`src/inc/lvic_pkg.sv`:
```
// shared constants, tables and types for the level/vector interrupt controller
package lvic_pkg;

   // structure sizes
   localparam int NUM_SRC   = 24;            // sources, index 23 is the reset source
   localparam int NUM_IRQ   = 23;            // sources that go through the levels
   localparam int NUM_VEC   = 17;            // level vectors, reset vector not counted
   localparam int NUM_LEVEL = 8;             // levels 0..7
   localparam int VEC_MAX   = 128;           // architectural ceiling of vectors per level

   // register byte offsets on the avalon slave
   localparam logic [7:0] OFS_LEVEL_MASK = 8'h00;   // level_mask_register
   localparam logic [7:0] OFS_LEVEL_PRIO = 8'h04;   // level_priority_register
   localparam logic [7:0] OFS_LEVEL_REQ  = 8'h08;   // level request bits, read only
   localparam logic [7:0] OFS_SYS_MODE   = 8'h0c;   // system_mode_register
   localparam logic [7:0] OFS_SRC_PEND   = 8'h10;   // per-source pending, write one clears
   localparam logic [7:0] OFS_INT_STAT   = 8'h14;   // sticky status, write one clears
   localparam logic [7:0] OFS_INT_MASK   = 8'h18;   // status mask
   localparam logic [7:0] OFS_TIMER2     = 8'he8;   // timer2_control

   // field positions
   localparam int GLB_EN_BIT      = 0;       // system_mode_register global enable
   localparam int T2_MC_PEND_BIT  = 0;       // timer2 match/capture pending
   localparam int T2_MC_EN_BIT    = 1;       // timer2 match/capture enable
   localparam int T2_OVF_EN_BIT   = 2;       // timer2 counter_wrap_event enable
   localparam int ST_GRANT_BIT    = 0;       // a request was granted
   localparam int ST_ISR_BIT      = 1;       // a service address was delivered
   localparam int ST_T2MC_BIT     = 2;       // timer2 match/capture event seen
   localparam int STAT_W          = 3;       // status width

   // reset values
   localparam logic [7:0] T2_RESET    = 8'h00;
   localparam logic [7:0] MASK_RESET  = 8'h00;
   localparam logic [7:0] PRIO_RESET  = 8'h00;

   // named sources
   localparam int SRC_T2_MATCH = 5;
   localparam int SRC_T2_WRAP  = 6;
   localparam int SRC_RESET    = 23;

   // vector addresses, index 16 down to 0
   localparam logic [NUM_VEC-1:0][7:0] VEC_ADDR = {
      8'hd0, 8'hd2, 8'hd4, 8'hd6, 8'hd8, 8'he0, 8'he2, 8'he4, 8'he6,
      8'he8, 8'hf0, 8'hf2, 8'hec, 8'hf4, 8'hf6, 8'hfa, 8'hfc};
   // level of each vector, index 16 down to 0
   localparam logic [NUM_VEC-1:0][2:0] VEC_LEVEL = {
      3'h4, 3'h4, 3'h4, 3'h4, 3'h5, 3'h6, 3'h6, 3'h6, 3'h6,
      3'h7, 3'h3, 3'h3, 3'h2, 3'h1, 3'h1, 3'h0, 3'h0};
   // vector of each level source, index 22 down to 0
   localparam logic [NUM_IRQ-1:0][4:0] SRC_VEC = {
      5'h10, 5'h0f, 5'h0e, 5'h0d, 5'h0c, 5'h0c, 5'h0c, 5'h0c,
      5'h0b, 5'h0a, 5'h09, 5'h08, 5'h07, 5'h07, 5'h07, 5'h07,
      5'h06, 5'h05, 5'h04, 5'h03, 5'h02, 5'h01, 5'h00};
   // sources whose pending bit hardware clears on grant
   localparam logic [NUM_IRQ-1:0] HW_CLR = 23'h00005a;

   // service sequencer
   typedef enum logic [1:0] {
      SVC_IDLE     = 2'b00,
      SVC_FETCH_HI = 2'b01,
      SVC_FETCH_LO = 2'b10
   } svc_state_e;

   // registered arbitration result
   typedef struct packed {
      logic       valid;
      logic [2:0] level;
      logic [4:0] vidx;
   } cand_s;

   // delivered service routine address
   typedef struct packed {
      logic        valid;
      logic [15:0] addr;
   } isr_s;

endpackage

```
`src/rtl/level_arbiter.sv`:
```
// level arbiter: ranks requesting levels by group and subgroup settings
`timescale 1ns/1ns
`default_nettype none
module level_arbiter
   import lvic_pkg::*;
(
   // requests and ranking
   input  wire logic [7:0] i_req,
   input  wire logic [7:0] i_prio,
   // winner
   output logic            o_valid,
   output logic [2:0]      o_level
);

   // two-way pick, b first when b_first set
   function automatic logic [3:0] pick(input logic [3:0] a, input logic [3:0] b, input logic b_first);
      if (b_first) begin
         pick = b[3] ? b : a;
      end else begin
         pick = a[3] ? a : b;
      end
   endfunction

   logic [3:0] win_a;        // group a: levels 0,1
   logic [3:0] win_b34;      // subgroup 3,4
   logic [3:0] win_b;        // group b: levels 2,3,4
   logic [3:0] win_c67;      // subgroup 6,7
   logic [3:0] win_c;        // group c: levels 5,6,7
   logic [3:0] win;          // overall

   // subgroup then group order, all from the priority register
   always_comb begin
      win_a   = pick({i_req[0], 3'h0}, {i_req[1], 3'h1}, i_prio[3]);
      win_b34 = pick({i_req[3], 3'h3}, {i_req[4], 3'h4}, i_prio[5]);
      win_b   = pick({i_req[2], 3'h2}, win_b34, i_prio[4]);
      win_c67 = pick({i_req[6], 3'h6}, {i_req[7], 3'h7}, i_prio[7]);
      win_c   = pick({i_req[5], 3'h5}, win_c67, i_prio[6]);
      case (i_prio[2:0])
         3'h1:    win = pick(win_a, pick(win_c, win_b, 1'b0), 1'b0);   // a > c > b
         3'h2:    win = pick(win_b, pick(win_a, win_c, 1'b0), 1'b0);   // b > a > c
         3'h3:    win = pick(win_b, pick(win_c, win_a, 1'b0), 1'b0);   // b > c > a
         3'h4:    win = pick(win_c, pick(win_a, win_b, 1'b0), 1'b0);   // c > a > b
         3'h5:    win = pick(win_c, pick(win_b, win_a, 1'b0), 1'b0);   // c > b > a
         default: win = pick(win_a, pick(win_b, win_c, 1'b0), 1'b0);   // a > b > c
      endcase
      o_valid = win[3];
      o_level = win[2:0];
   end

endmodule // level_arbiter
`default_nettype wire

```
`src/rtl/level_vector_interrupt_ctrl.sv`:
```
// level/vector interrupt controller with timer2 interrupt bits and avalon registers
//
// Overview of operation
// - eight levels, each source except reset on one level
// - level order comes from priority register
// - group and subgroup ranking between levels
// - levels hold zero to 128 vectors
// - lowest vector address wins within level
// - 24 sources, eighteen vectors, two shared
// - single, shared and multi vector levels
// - pending cleared by hardware or software
// - grant disables interrupts, pushes context
// - service address from two vector bytes
// - timer2 bit2 wrap, bit1 match enables
// - timer2 bit0 pending, write zero clears
// - wrap self clears, match cleared by software
// - timer2 control resets to zero
// - level mask gates each level
// - global enable set/cleared by instructions
//
// The Avalon-MM slave port was chosen for this implementation.
`timescale 1ns/1ns
`default_nettype none
module level_vector_interrupt_ctrl
   import lvic_pkg::*;
#(
   parameter int NUM_SOURCES = NUM_SRC
)(
   // clock and reset
   input  wire logic                   i_mclk,
   input  wire logic                   i_nrst,
   // avalon-mm slave
   input  wire logic [7:0]             i_avs_address,
   input  wire logic                   i_avs_read,
   input  wire logic                   i_avs_write,
   input  wire logic [31:0]            i_avs_writedata,
   output logic [31:0]                 o_avs_readdata,
   output logic                        o_avs_waitrequest,
   // interrupt sources, one-cycle event pulses
   input  wire logic [NUM_SOURCES-1:0] i_src_event,
   // core instructions
   input  wire logic                   i_ei,
   input  wire logic                   i_di,
   // core request and accept
   output logic                        o_core_req,
   output logic [2:0]                  o_core_level,
   output logic [7:0]                  o_core_vector,
   input  wire logic                   i_core_ack,
   output logic                        o_push_ctx,
   // vector table fetch, combinational read
   output logic [7:0]                  o_rom_addr,
   input  wire logic [7:0]             i_rom_data,
   output isr_s                        o_isr,
   // reset source and interrupt line
   output logic                        o_sys_reset_req,
   output logic                        o_irq
);

   // lowest-address active vector on a level
   function automatic logic [4:0] lowest_vec(input logic [NUM_VEC-1:0] act, input logic [2:0] lvl);
      logic [7:0] best;
      lowest_vec = 5'h00;
      best = 8'hff;
      for (int v = 0; v < NUM_VEC; v++) begin
         if (act[v] && VEC_LEVEL[v] == lvl && VEC_ADDR[v] <= best) begin
            best = VEC_ADDR[v];
            lowest_vec = 5'(v);
         end
      end
   endfunction

   // register state
   logic [7:0]         level_mask, next_level_mask;      // per-level enable
   logic [7:0]         level_prio, next_level_prio;      // level ranking
   logic               glb_en, next_glb_en;              // global enable
   logic [NUM_IRQ-1:0] pend, next_pend;                  // per-source pending
   logic [2:0]         t2_en, next_t2_en;                // timer2 control bits 2..1 enables, bit 0 held zero
   logic [7:0]         t2_hi, next_t2_hi;                // timer2 clock/mode bits, stored only
   logic [STAT_W-1:0]  stat, next_stat;                  // sticky status
   logic [STAT_W-1:0]  stat_mask, next_stat_mask;        // status mask
   logic               bus_ack, next_bus_ack;            // second bus cycle
   logic [31:0]        rdata, next_rdata;                // read data
   // service state
   svc_state_e         state, next_state;
   cand_s              cand, next_cand;                  // registered winner
   logic [7:0]         vec, next_vec;                    // vector being fetched
   logic [7:0]         isr_hi, next_isr_hi;              // high address byte
   isr_s               isr, next_isr;
   logic               push, next_push;
   logic               rst_req, next_rst_req;
   logic [7:0]         rom_addr, next_rom_addr;
   // combinational terms
   logic [NUM_IRQ-1:0] src_en;                           // source enables
   logic [NUM_VEC-1:0] vec_act;                          // vectors with a live request
   logic [7:0]         level_req;                        // masked level requests
   logic               arb_valid;
   logic [2:0]         arb_level;
   logic               wr_acc, rd_acc;                   // accepted bus access
   logic               grant;                            // core accepted request
   logic [31:0]        pend_clr;                         // software clear bits

   // ranking between levels
   level_arbiter u_arb (
      .i_req   (level_req),
      .i_prio  (level_prio),
      .o_valid (arb_valid),
      .o_level (arb_level)
   );

   // bus handshake: one wait cycle, then answer
   assign o_avs_waitrequest = (i_avs_read | i_avs_write) & ~bus_ack;
   assign wr_acc = i_avs_write & bus_ack;
   assign rd_acc = i_avs_read & bus_ack;
   assign grant  = o_core_req & i_core_ack;
   assign pend_clr = wr_acc && i_avs_address == OFS_SRC_PEND ? i_avs_writedata : 32'h0;

   // request gathering, source to vector to level
   always_comb begin
      src_en = '1;
      src_en[SRC_T2_MATCH] = t2_en[T2_MC_EN_BIT];
      src_en[SRC_T2_WRAP]  = t2_en[T2_OVF_EN_BIT];
      vec_act = '0;
      for (int s = 0; s < NUM_IRQ; s++) begin
         if (pend[s] && src_en[s]) begin
            vec_act[SRC_VEC[s]] = 1'b1;
         end
      end
      level_req = '0;
      for (int v = 0; v < NUM_VEC; v++) begin
         if (vec_act[v]) begin
            level_req[VEC_LEVEL[v]] = 1'b1;
         end
      end
      level_req = level_req & level_mask;
   end

   // register file next values
   always_comb begin
      next_level_mask = level_mask;
      next_level_prio = level_prio;
      next_t2_en      = t2_en;
      next_t2_hi      = t2_hi;
      next_stat_mask  = stat_mask;
      next_bus_ack    = (i_avs_read | i_avs_write) & ~bus_ack;
      next_rdata      = rdata;
      next_glb_en     = glb_en;
      // writes land on the answering edge
      if (wr_acc) begin
         case (i_avs_address)
            OFS_LEVEL_MASK: next_level_mask = i_avs_writedata[7:0];
            OFS_LEVEL_PRIO: next_level_prio = i_avs_writedata[7:0];
            OFS_SYS_MODE:   next_glb_en     = i_avs_writedata[GLB_EN_BIT];
            OFS_INT_MASK:   next_stat_mask  = i_avs_writedata[STAT_W-1:0];
            OFS_TIMER2: begin
               next_t2_hi = {i_avs_writedata[7:3], 3'h0};
               next_t2_en = {i_avs_writedata[T2_OVF_EN_BIT], i_avs_writedata[T2_MC_EN_BIT], 1'b0};
            end
            default: ;                                   // unmapped or read-only: ignored
         endcase
      end
      // instructions and grant steer the global enable
      if (i_ei) begin
         next_glb_en = 1'b1;
      end
      if (i_di) begin
         next_glb_en = 1'b0;
      end
      if (grant) begin
         next_glb_en = 1'b0;
      end
      // read data captured in the wait cycle
      if ((i_avs_read) && !bus_ack) begin
         case (i_avs_address)
            OFS_LEVEL_MASK: next_rdata = {24'h0, level_mask};
            OFS_LEVEL_PRIO: next_rdata = {24'h0, level_prio};
            OFS_LEVEL_REQ:  next_rdata = {24'h0, level_req};
            OFS_SYS_MODE:   next_rdata = {31'h0, glb_en};
            OFS_SRC_PEND:   next_rdata = {9'h0, pend};
            OFS_INT_STAT:   next_rdata = {29'h0, stat};
            OFS_INT_MASK:   next_rdata = {29'h0, stat_mask};
            OFS_TIMER2:     next_rdata = {24'h0, t2_hi[7:3], t2_en[2:1], pend[SRC_T2_MATCH]};
            default:        next_rdata = 32'h0;          // unmapped reads as zero
         endcase
      end
   end

   // pending bits: set wins over every clear
   always_comb begin
      for (int s = 0; s < NUM_IRQ; s++) begin
         next_pend[s] = pend[s];
         if (pend_clr[s]) begin
            next_pend[s] = 1'b0;                         // software clear
         end
         if (grant && HW_CLR[s] && SRC_VEC[s] == cand.vidx) begin
            next_pend[s] = 1'b0;                         // hardware clear on grant
         end
         if (i_src_event[s]) begin
            next_pend[s] = 1'b1;
         end
      end
      // timer2 write of zero to bit0 clears the match pending, one does nothing
      if (wr_acc && i_avs_address == OFS_TIMER2 && !i_avs_writedata[T2_MC_PEND_BIT]
          && !i_src_event[SRC_T2_MATCH]) begin
         next_pend[SRC_T2_MATCH] = 1'b0;
      end
   end

   // sticky status with write-one clear, set wins
   always_comb begin
      next_stat = stat;
      if (wr_acc && i_avs_address == OFS_INT_STAT) begin
         next_stat = stat & ~i_avs_writedata[STAT_W-1:0];
      end
      if (grant) begin
         next_stat[ST_GRANT_BIT] = 1'b1;
      end
      if (isr.valid) begin
         next_stat[ST_ISR_BIT] = 1'b1;
      end
      if (i_src_event[SRC_T2_MATCH]) begin
         next_stat[ST_T2MC_BIT] = 1'b1;
      end
   end

   // service sequencer: grant, then two vector bytes
   always_comb begin
      next_state    = state;
      next_vec      = vec;
      next_isr_hi   = isr_hi;
      next_rom_addr = rom_addr;
      next_isr      = '0;
      next_push     = 1'b0;
      next_rst_req  = i_src_event[SRC_RESET];
      next_cand.valid = arb_valid;
      next_cand.level = arb_level;
      next_cand.vidx  = lowest_vec(vec_act, arb_level);
      case (state)
         SVC_IDLE: begin
            if (grant) begin
               next_vec      = VEC_ADDR[cand.vidx];
               next_rom_addr = VEC_ADDR[cand.vidx];
               next_push     = 1'b1;
               next_state    = SVC_FETCH_HI;
            end
         end
         SVC_FETCH_HI: begin
            next_isr_hi   = i_rom_data;                  // byte at vector address
            next_rom_addr = vec + 8'h01;
            next_state    = SVC_FETCH_LO;
         end
         SVC_FETCH_LO: begin
            next_isr.valid = 1'b1;
            next_isr.addr  = {isr_hi, i_rom_data};
            next_state     = SVC_IDLE;
         end
         default: next_state = SVC_IDLE;
      endcase
   end

   // all state registers
   always_ff @(posedge i_mclk) begin
      if (!i_nrst) begin
         level_mask <= MASK_RESET;
         level_prio <= PRIO_RESET;
         glb_en     <= 1'b0;                             // software must enable
         pend       <= '0;
         t2_en      <= T2_RESET[2:0];
         t2_hi      <= T2_RESET;
         stat       <= '0;
         stat_mask  <= '0;
         bus_ack    <= 1'b0;
         rdata      <= 32'h0;
         state      <= SVC_IDLE;
         cand       <= '0;
         vec        <= 8'h00;
         isr_hi     <= 8'h00;
         isr        <= '0;
         push       <= 1'b0;
         rst_req    <= 1'b0;
         rom_addr   <= 8'h00;
      end else begin
         level_mask <= next_level_mask;
         level_prio <= next_level_prio;
         glb_en     <= next_glb_en;
         pend       <= next_pend;
         t2_en      <= next_t2_en;
         t2_hi      <= next_t2_hi;
         stat       <= next_stat;
         stat_mask  <= next_stat_mask;
         bus_ack    <= next_bus_ack;
         rdata      <= next_rdata;
         state      <= next_state;
         cand       <= next_cand;
         vec        <= next_vec;
         isr_hi     <= next_isr_hi;
         isr        <= next_isr;
         push       <= next_push;
         rst_req    <= next_rst_req;
         rom_addr   <= next_rom_addr;
      end
   end

   // outputs
   // the winner is one cycle old, so the live mask gates it again to stop a freshly masked level
   assign o_core_req      = cand.valid & glb_en & level_mask[cand.level] & (state == SVC_IDLE);
   assign o_core_level    = cand.level;
   assign o_core_vector   = VEC_ADDR[cand.vidx];
   assign o_push_ctx      = push;
   assign o_rom_addr      = rom_addr;
   assign o_isr           = isr;
   assign o_avs_readdata  = rdata;
   assign o_sys_reset_req = rst_req;
   assign o_irq           = |(stat & stat_mask);

   // checks
   property p_grant_disable;
      @(posedge i_mclk) disable iff (!i_nrst) grant |=> (!glb_en && o_push_ctx);
   endproperty
   a_grant_disable: assert property (p_grant_disable) else $error("grant did not disable");

   property p_fetch;
      @(posedge i_mclk) disable iff (!i_nrst)
         grant |=> (o_rom_addr == $past(o_core_vector)) ##1 (o_rom_addr == $past(o_rom_addr) + 8'h01) ##1 o_isr.valid;
   endproperty
   a_fetch: assert property (p_fetch) else $error("vector fetch out of step");

   property p_no_req_disabled;
      @(posedge i_mclk) disable iff (!i_nrst) !glb_en |-> !o_core_req;
   endproperty
   a_no_req_disabled: assert property (p_no_req_disabled) else $error("request while disabled");

   property p_level_mask;
      @(posedge i_mclk) disable iff (!i_nrst) o_core_req |-> level_mask[o_core_level];
   endproperty
   a_level_mask: assert property (p_level_mask) else $error("masked level requested");

   property p_wrap_autoclr;
      @(posedge i_mclk) disable iff (!i_nrst)
         (grant && o_core_vector == VEC_ADDR[SRC_VEC[SRC_T2_WRAP]] && !i_src_event[SRC_T2_WRAP]) |=> !pend[SRC_T2_WRAP];
   endproperty
   a_wrap_autoclr: assert property (p_wrap_autoclr) else $error("wrap pending not cleared");

   property p_match_stays;
      @(posedge i_mclk) disable iff (!i_nrst)
         (pend[SRC_T2_MATCH] && !wr_acc) |=> pend[SRC_T2_MATCH];
   endproperty
   a_match_stays: assert property (p_match_stays) else $error("match pending lost");

   property p_t2_write0;
      @(posedge i_mclk) disable iff (!i_nrst)
         (wr_acc && i_avs_address == OFS_TIMER2 && !i_avs_writedata[0] && !i_src_event[SRC_T2_MATCH])
         |=> !pend[SRC_T2_MATCH];
   endproperty
   a_t2_write0: assert property (p_t2_write0) else $error("match pending not cleared");

   property p_t2_enable;
      @(posedge i_mclk) disable iff (!i_nrst)
         (pend[SRC_T2_MATCH] && !t2_en[T2_MC_EN_BIT]) |-> !vec_act[SRC_VEC[SRC_T2_MATCH]];
   endproperty
   a_t2_enable: assert property (p_t2_enable) else $error("disabled match requested");

   c_grant:  cover property (@(posedge i_mclk) disable iff (!i_nrst) grant);
   c_isr:    cover property (@(posedge i_mclk) disable iff (!i_nrst) o_isr.valid);
   c_t2clr:  cover property (@(posedge i_mclk) disable iff (!i_nrst) pend[SRC_T2_MATCH] ##1 !pend[SRC_T2_MATCH]);

endmodule // level_vector_interrupt_ctrl
`default_nettype wire

```
`config.mk`:
```
export PLATFORM = sky130hd
export DESIGN_NAME = level_vector_interrupt_ctrl
export DESIGN_NICKNAME = d
export VERILOG_FILES = /design/src/inc/lvic_pkg.sv /design/src/rtl/level_arbiter.sv /design/src/rtl/level_vector_interrupt_ctrl.sv
export SDC_FILE = /design/constraint.sdc
export NUM_CORES = 1
export LEC_CHECK = 0
export BUFFER_PORTS_ARGS = -buffer_cell sky130_fd_sc_hd__buf_2
export CAP_MARGIN = 15
export CORE_ASPECT_RATIO = 1.5
export CORE_MARGIN = 1
export CORE_UTILIZATION = 40
export DETAILED_ROUTE_END_ITERATION = 8
export GPL_ROUTABILITY_DRIVEN = 0
export PLACE_DENSITY = 0.73
export SETUP_SLACK_MARGIN = 0.3
export SYNTH_ARGS = -nofsm -noshare
export SYNTH_HDL_FRONTEND = slang
export SYNTH_HIERARCHICAL = 1
export SYNTH_SLANG_ARGS = --single-unit
```
`constraint.sdc`:
```
create_clock -name i_mclk -period 3.07 [get_ports i_mclk]
set_input_delay 0 -clock i_mclk [delete_from_list [all_inputs] [get_ports i_mclk]]
set_output_delay 0 -clock i_mclk [all_outputs]
set_load 0.01 [all_outputs]
```
==> flow_summary.ini <==
[cts]
insertion_delay_ns = 0.42
cts.clk_slew.worst_paths_ns = 0.06
numClockSinks = 128
cts_buffer_depth = 2
htree_levels = 4
cts_tree = yes
numCtsBuffers = 17
cts_root_buffer = clkbuf_16

[synthesis]
syn_area_um2 = 6000
synthArstFlopShare = 0
synthTopCellsByArea = dfxtp_1 43%, a21oi_1 6.3%, nand2_1 5.9%
synthCells = 720
dominantRegCellSynth = dfxtp_1
synth_edf_count = 0
synth.yosys.seq_area_share = 0.427
synth-seq-cells = 128
yosysUniqueCellTypes = 76
synth.avg_cell_area_um2 = 8.33
ys_warn_count = 6
synth_top_cell_area_share = 0.427
synth_top_area_cell = dfxtp_1

[drt]
post-route-drc-count = 0
via_per_inst = 5.54
highest_layer = met4
ant_nets = 0
dr_wl_met2_um = 9790
vias = 6307
firstDrtPassIters = 9
drtIter0Drc = 544
route.met3.wl_um = 1250
wire_per_inst_um = 17.0
wirelength_um = 19400
wl_met1_um = 7020

[global_routing]
grt_overflow = 0
grt_first_pass_wirelength_um = 30300
antenna_found_initial = 1
grt_max_degree = 49
grt_use_total = 0.250
grt_pass1_vias = 6163

[sta]
relSlewSlack = 0.409
slew_violations = 0
max_freq_ghz = 0.348
setup_viol = 0
worst-slew-pin-transition_ns = 0.884
finalSetupTns_ns = 0
rsz0062_at_grt = true
period_needed_ns = 2.87
hold_viol = 0
period_share = 0.935
finalClockSkew_ns = 0.00995

[critical_path]
crit_path_max_incr_delay_ns = 0.45
path_cells = or3_4 -> o21a_1 -> or3_4 -> a2111oi_4 -> a21oi_2 -> a2bb2oi_2 -> o22ai_2 -> buf_6 -> nand3b_1 -> a21oi_1 -> a21oi_1 -> o2bb2ai_2
worstPathMaxFanout = 7
startpoint_type = flop
critPathKind = flop to flop
worstPathBufferInverterCount = 1
cp.required_ns = 3.37
slowest_stage = or3_4
critical-path-top-delay-family = compound AO/OA/AOI/OAI gates
cp_data_arrival_time_ns = 3.17
path_depth = 12
cp-end-kind = flop
r2r_cells = 12
r2r_slack_ns = 0.20

[finish]
n_fill_cell = 1273
stdcell_count = 1139
nets = 1012
synthToLayoutAreaGrowth_pct = 38.6
drive_gt1_frac = 0.262

[outcome]
outcome = finished, final reports clean

[pwr]
power.density_nw_per_um2 = 483
peakVddDrop_v = 0.000340
p_leak_nw = 3.46

[placed_design]
port_buffers = 130
dp_hpwl_um = 13000
dp_cells = 1028

[job]
drv_cap = 0

[die]
dieWidth_um = 102
ios = 152
coreArea_um2 = 14600
start_util = 0.411
die_area_um2 = 15500
die_h_um = 152
row_count = 54

[worst_hold_path]
min_path_cells = 3
hp-class = input port to flop
-- worst min-delay path, delay by kind of cell --
kind                   cells  cell delay (ns)
buffers and inverters      1             0.25
AOI/OAI and AO/OA          2             0.18
-- state kept, by name, summed over array words and instances, names as in the netlist, 3 cells and up --
register        flops
cand                6
isr_hi              8
level_mask          8
level_prio          8
o_avs_readdata     23
o_core_level        3
o_isr              17
o_rom_addr          7
pend               23
stat                3
stat_mask           3
t2_hi               5
vec                 6
-- per-layer routing --
metal  GRT usage  up-vias
met5           0        -
met4       0.178        0
met3      0.0570      122
li1            -     2931
met1       0.251     2902
met2       0.442      352
-- power by group --
part / internal, mW / leakage (nW) / total (mW) / switching [mW]
registers: 1.69 / 1.04 / 1.74 / 0.0433
clock network: 1.08 / 0.273 / 1.94 / 0.861
logic: 0.171 / 2.15 / 0.347 / 0.176
total: 2.94 / 3.46 / 4.02 / 1.08
-- final timing paths --
check,start,end
setup / recovery,pend[21],cand[0]
hold / removal,i_nrst,o_avs_readdata[0]
setup reg to reg,pend[21],cand[0]
hold reg to reg,isr_hi[1],isr_hi[1]
-- Yosys cell counts (all sizes together) (5+ instances only) --
master  instances
dfxtp         128
buf            31
a31oi           9
and3            6
a211oi          7
clkbuf         28
nor2           78
a22o            6
nor3            7
nor4            5
mux2i          29
inv            20
nor2b          10
o21ai          21
nand2          95
and2           27
a21oi          76
a21boi          5
nand3          35
a22oi          12
nand2b          9
-- cell families (layout without fill, tap and decap cells) --
kind of cell,after synthesis,count (layout),share of synthesized area
flip-flops,128,128,0.427
AND/OR/NAND/NOR,292,292,0.237
multiplexers,32,32,0.0559
other,2,13,0.00125
adder cells (fa/ha/maj),4,4,0.00834
buffers and inverters,80,292,0.0690
AO/OA/AOI/OAI,182,182,0.202
-- placed cells by master, fill, tap and decap left out, types with 3 or more instances in the layout --
master and count:
clkinvlp_4 3, nor3_1 4, nor2b_2 5, ha_1 4, and3_1 4, inv_6 4
buf_2 132, a32o_1 3, inv_1 20, nand3_1 34, nor2_1 76, inv_8 5
a22o_1 5, o21a_1 4, o211ai_1 3, nand4_1 3, nand2b_1 9, and2_1 24
a31oi_1 9, o21ai_0 17, dlygate4sd3_1 69, nand3b_1 3, nor2b_1 5, a21boi_0 3
a311oi_1 3, a21oi_1 75, dfxtp_1 127, a222oi_1 3, clkbuf_16 17, o21ai_1 4
o41ai_1 4, buf_4 37, a22oi_1 11, a211oi_1 6, nand2_1 95, conb_1 12
mux2i_1 29, or3_4 3
-- stage by stage --
step | hold WS, ns | cell area [um^2] | util | total power, mW | setup slack, ns
after CTS | 0.0211 | 8190 | 0.561 | 4.03 | 0.266
final | 0.0559 | 8320 | 0.570 | 4.02 | 0.200
after detailed placement | 0.176 | 6830 | 0.468 | 2.02 | 0.0695
after global placement | 0.178 | 6830 | 0.468 | 2.02 | 0.153
after floorplan | 0.0768 | 6040 | - | 1.90 | 0.312
after global routing | 0.0649 | 8320 | 0.570 | 4.15 | 0.0495
-- what timing repair did --
item	4_1_cts	5_1_grt
hold buffers	69	0
buffers inserted	4	3
gates resized for setup	13	25
endpoints found under the hold margin	71	0
pin swaps	2	15
endpoints found under the setup margin	4	25
gates cloned	1	1
-- cell type report --
cell class                      instances  area, um^2  area share
Multi-Input combinational cell        522        3210       0.386
Clock buffer                           17         425      0.0511
Sequential cell                       128        2560       0.308
Tap cell                              196         245      0.0295
Timing Repair Buffer                  239        1640       0.197
Clock inverter                         15         148      0.0177
Inverter                               21        78.8     0.00948
Antenna cell                            1        2.50    0.000301
No activity file was read; power rests on OpenSTA's default activity.
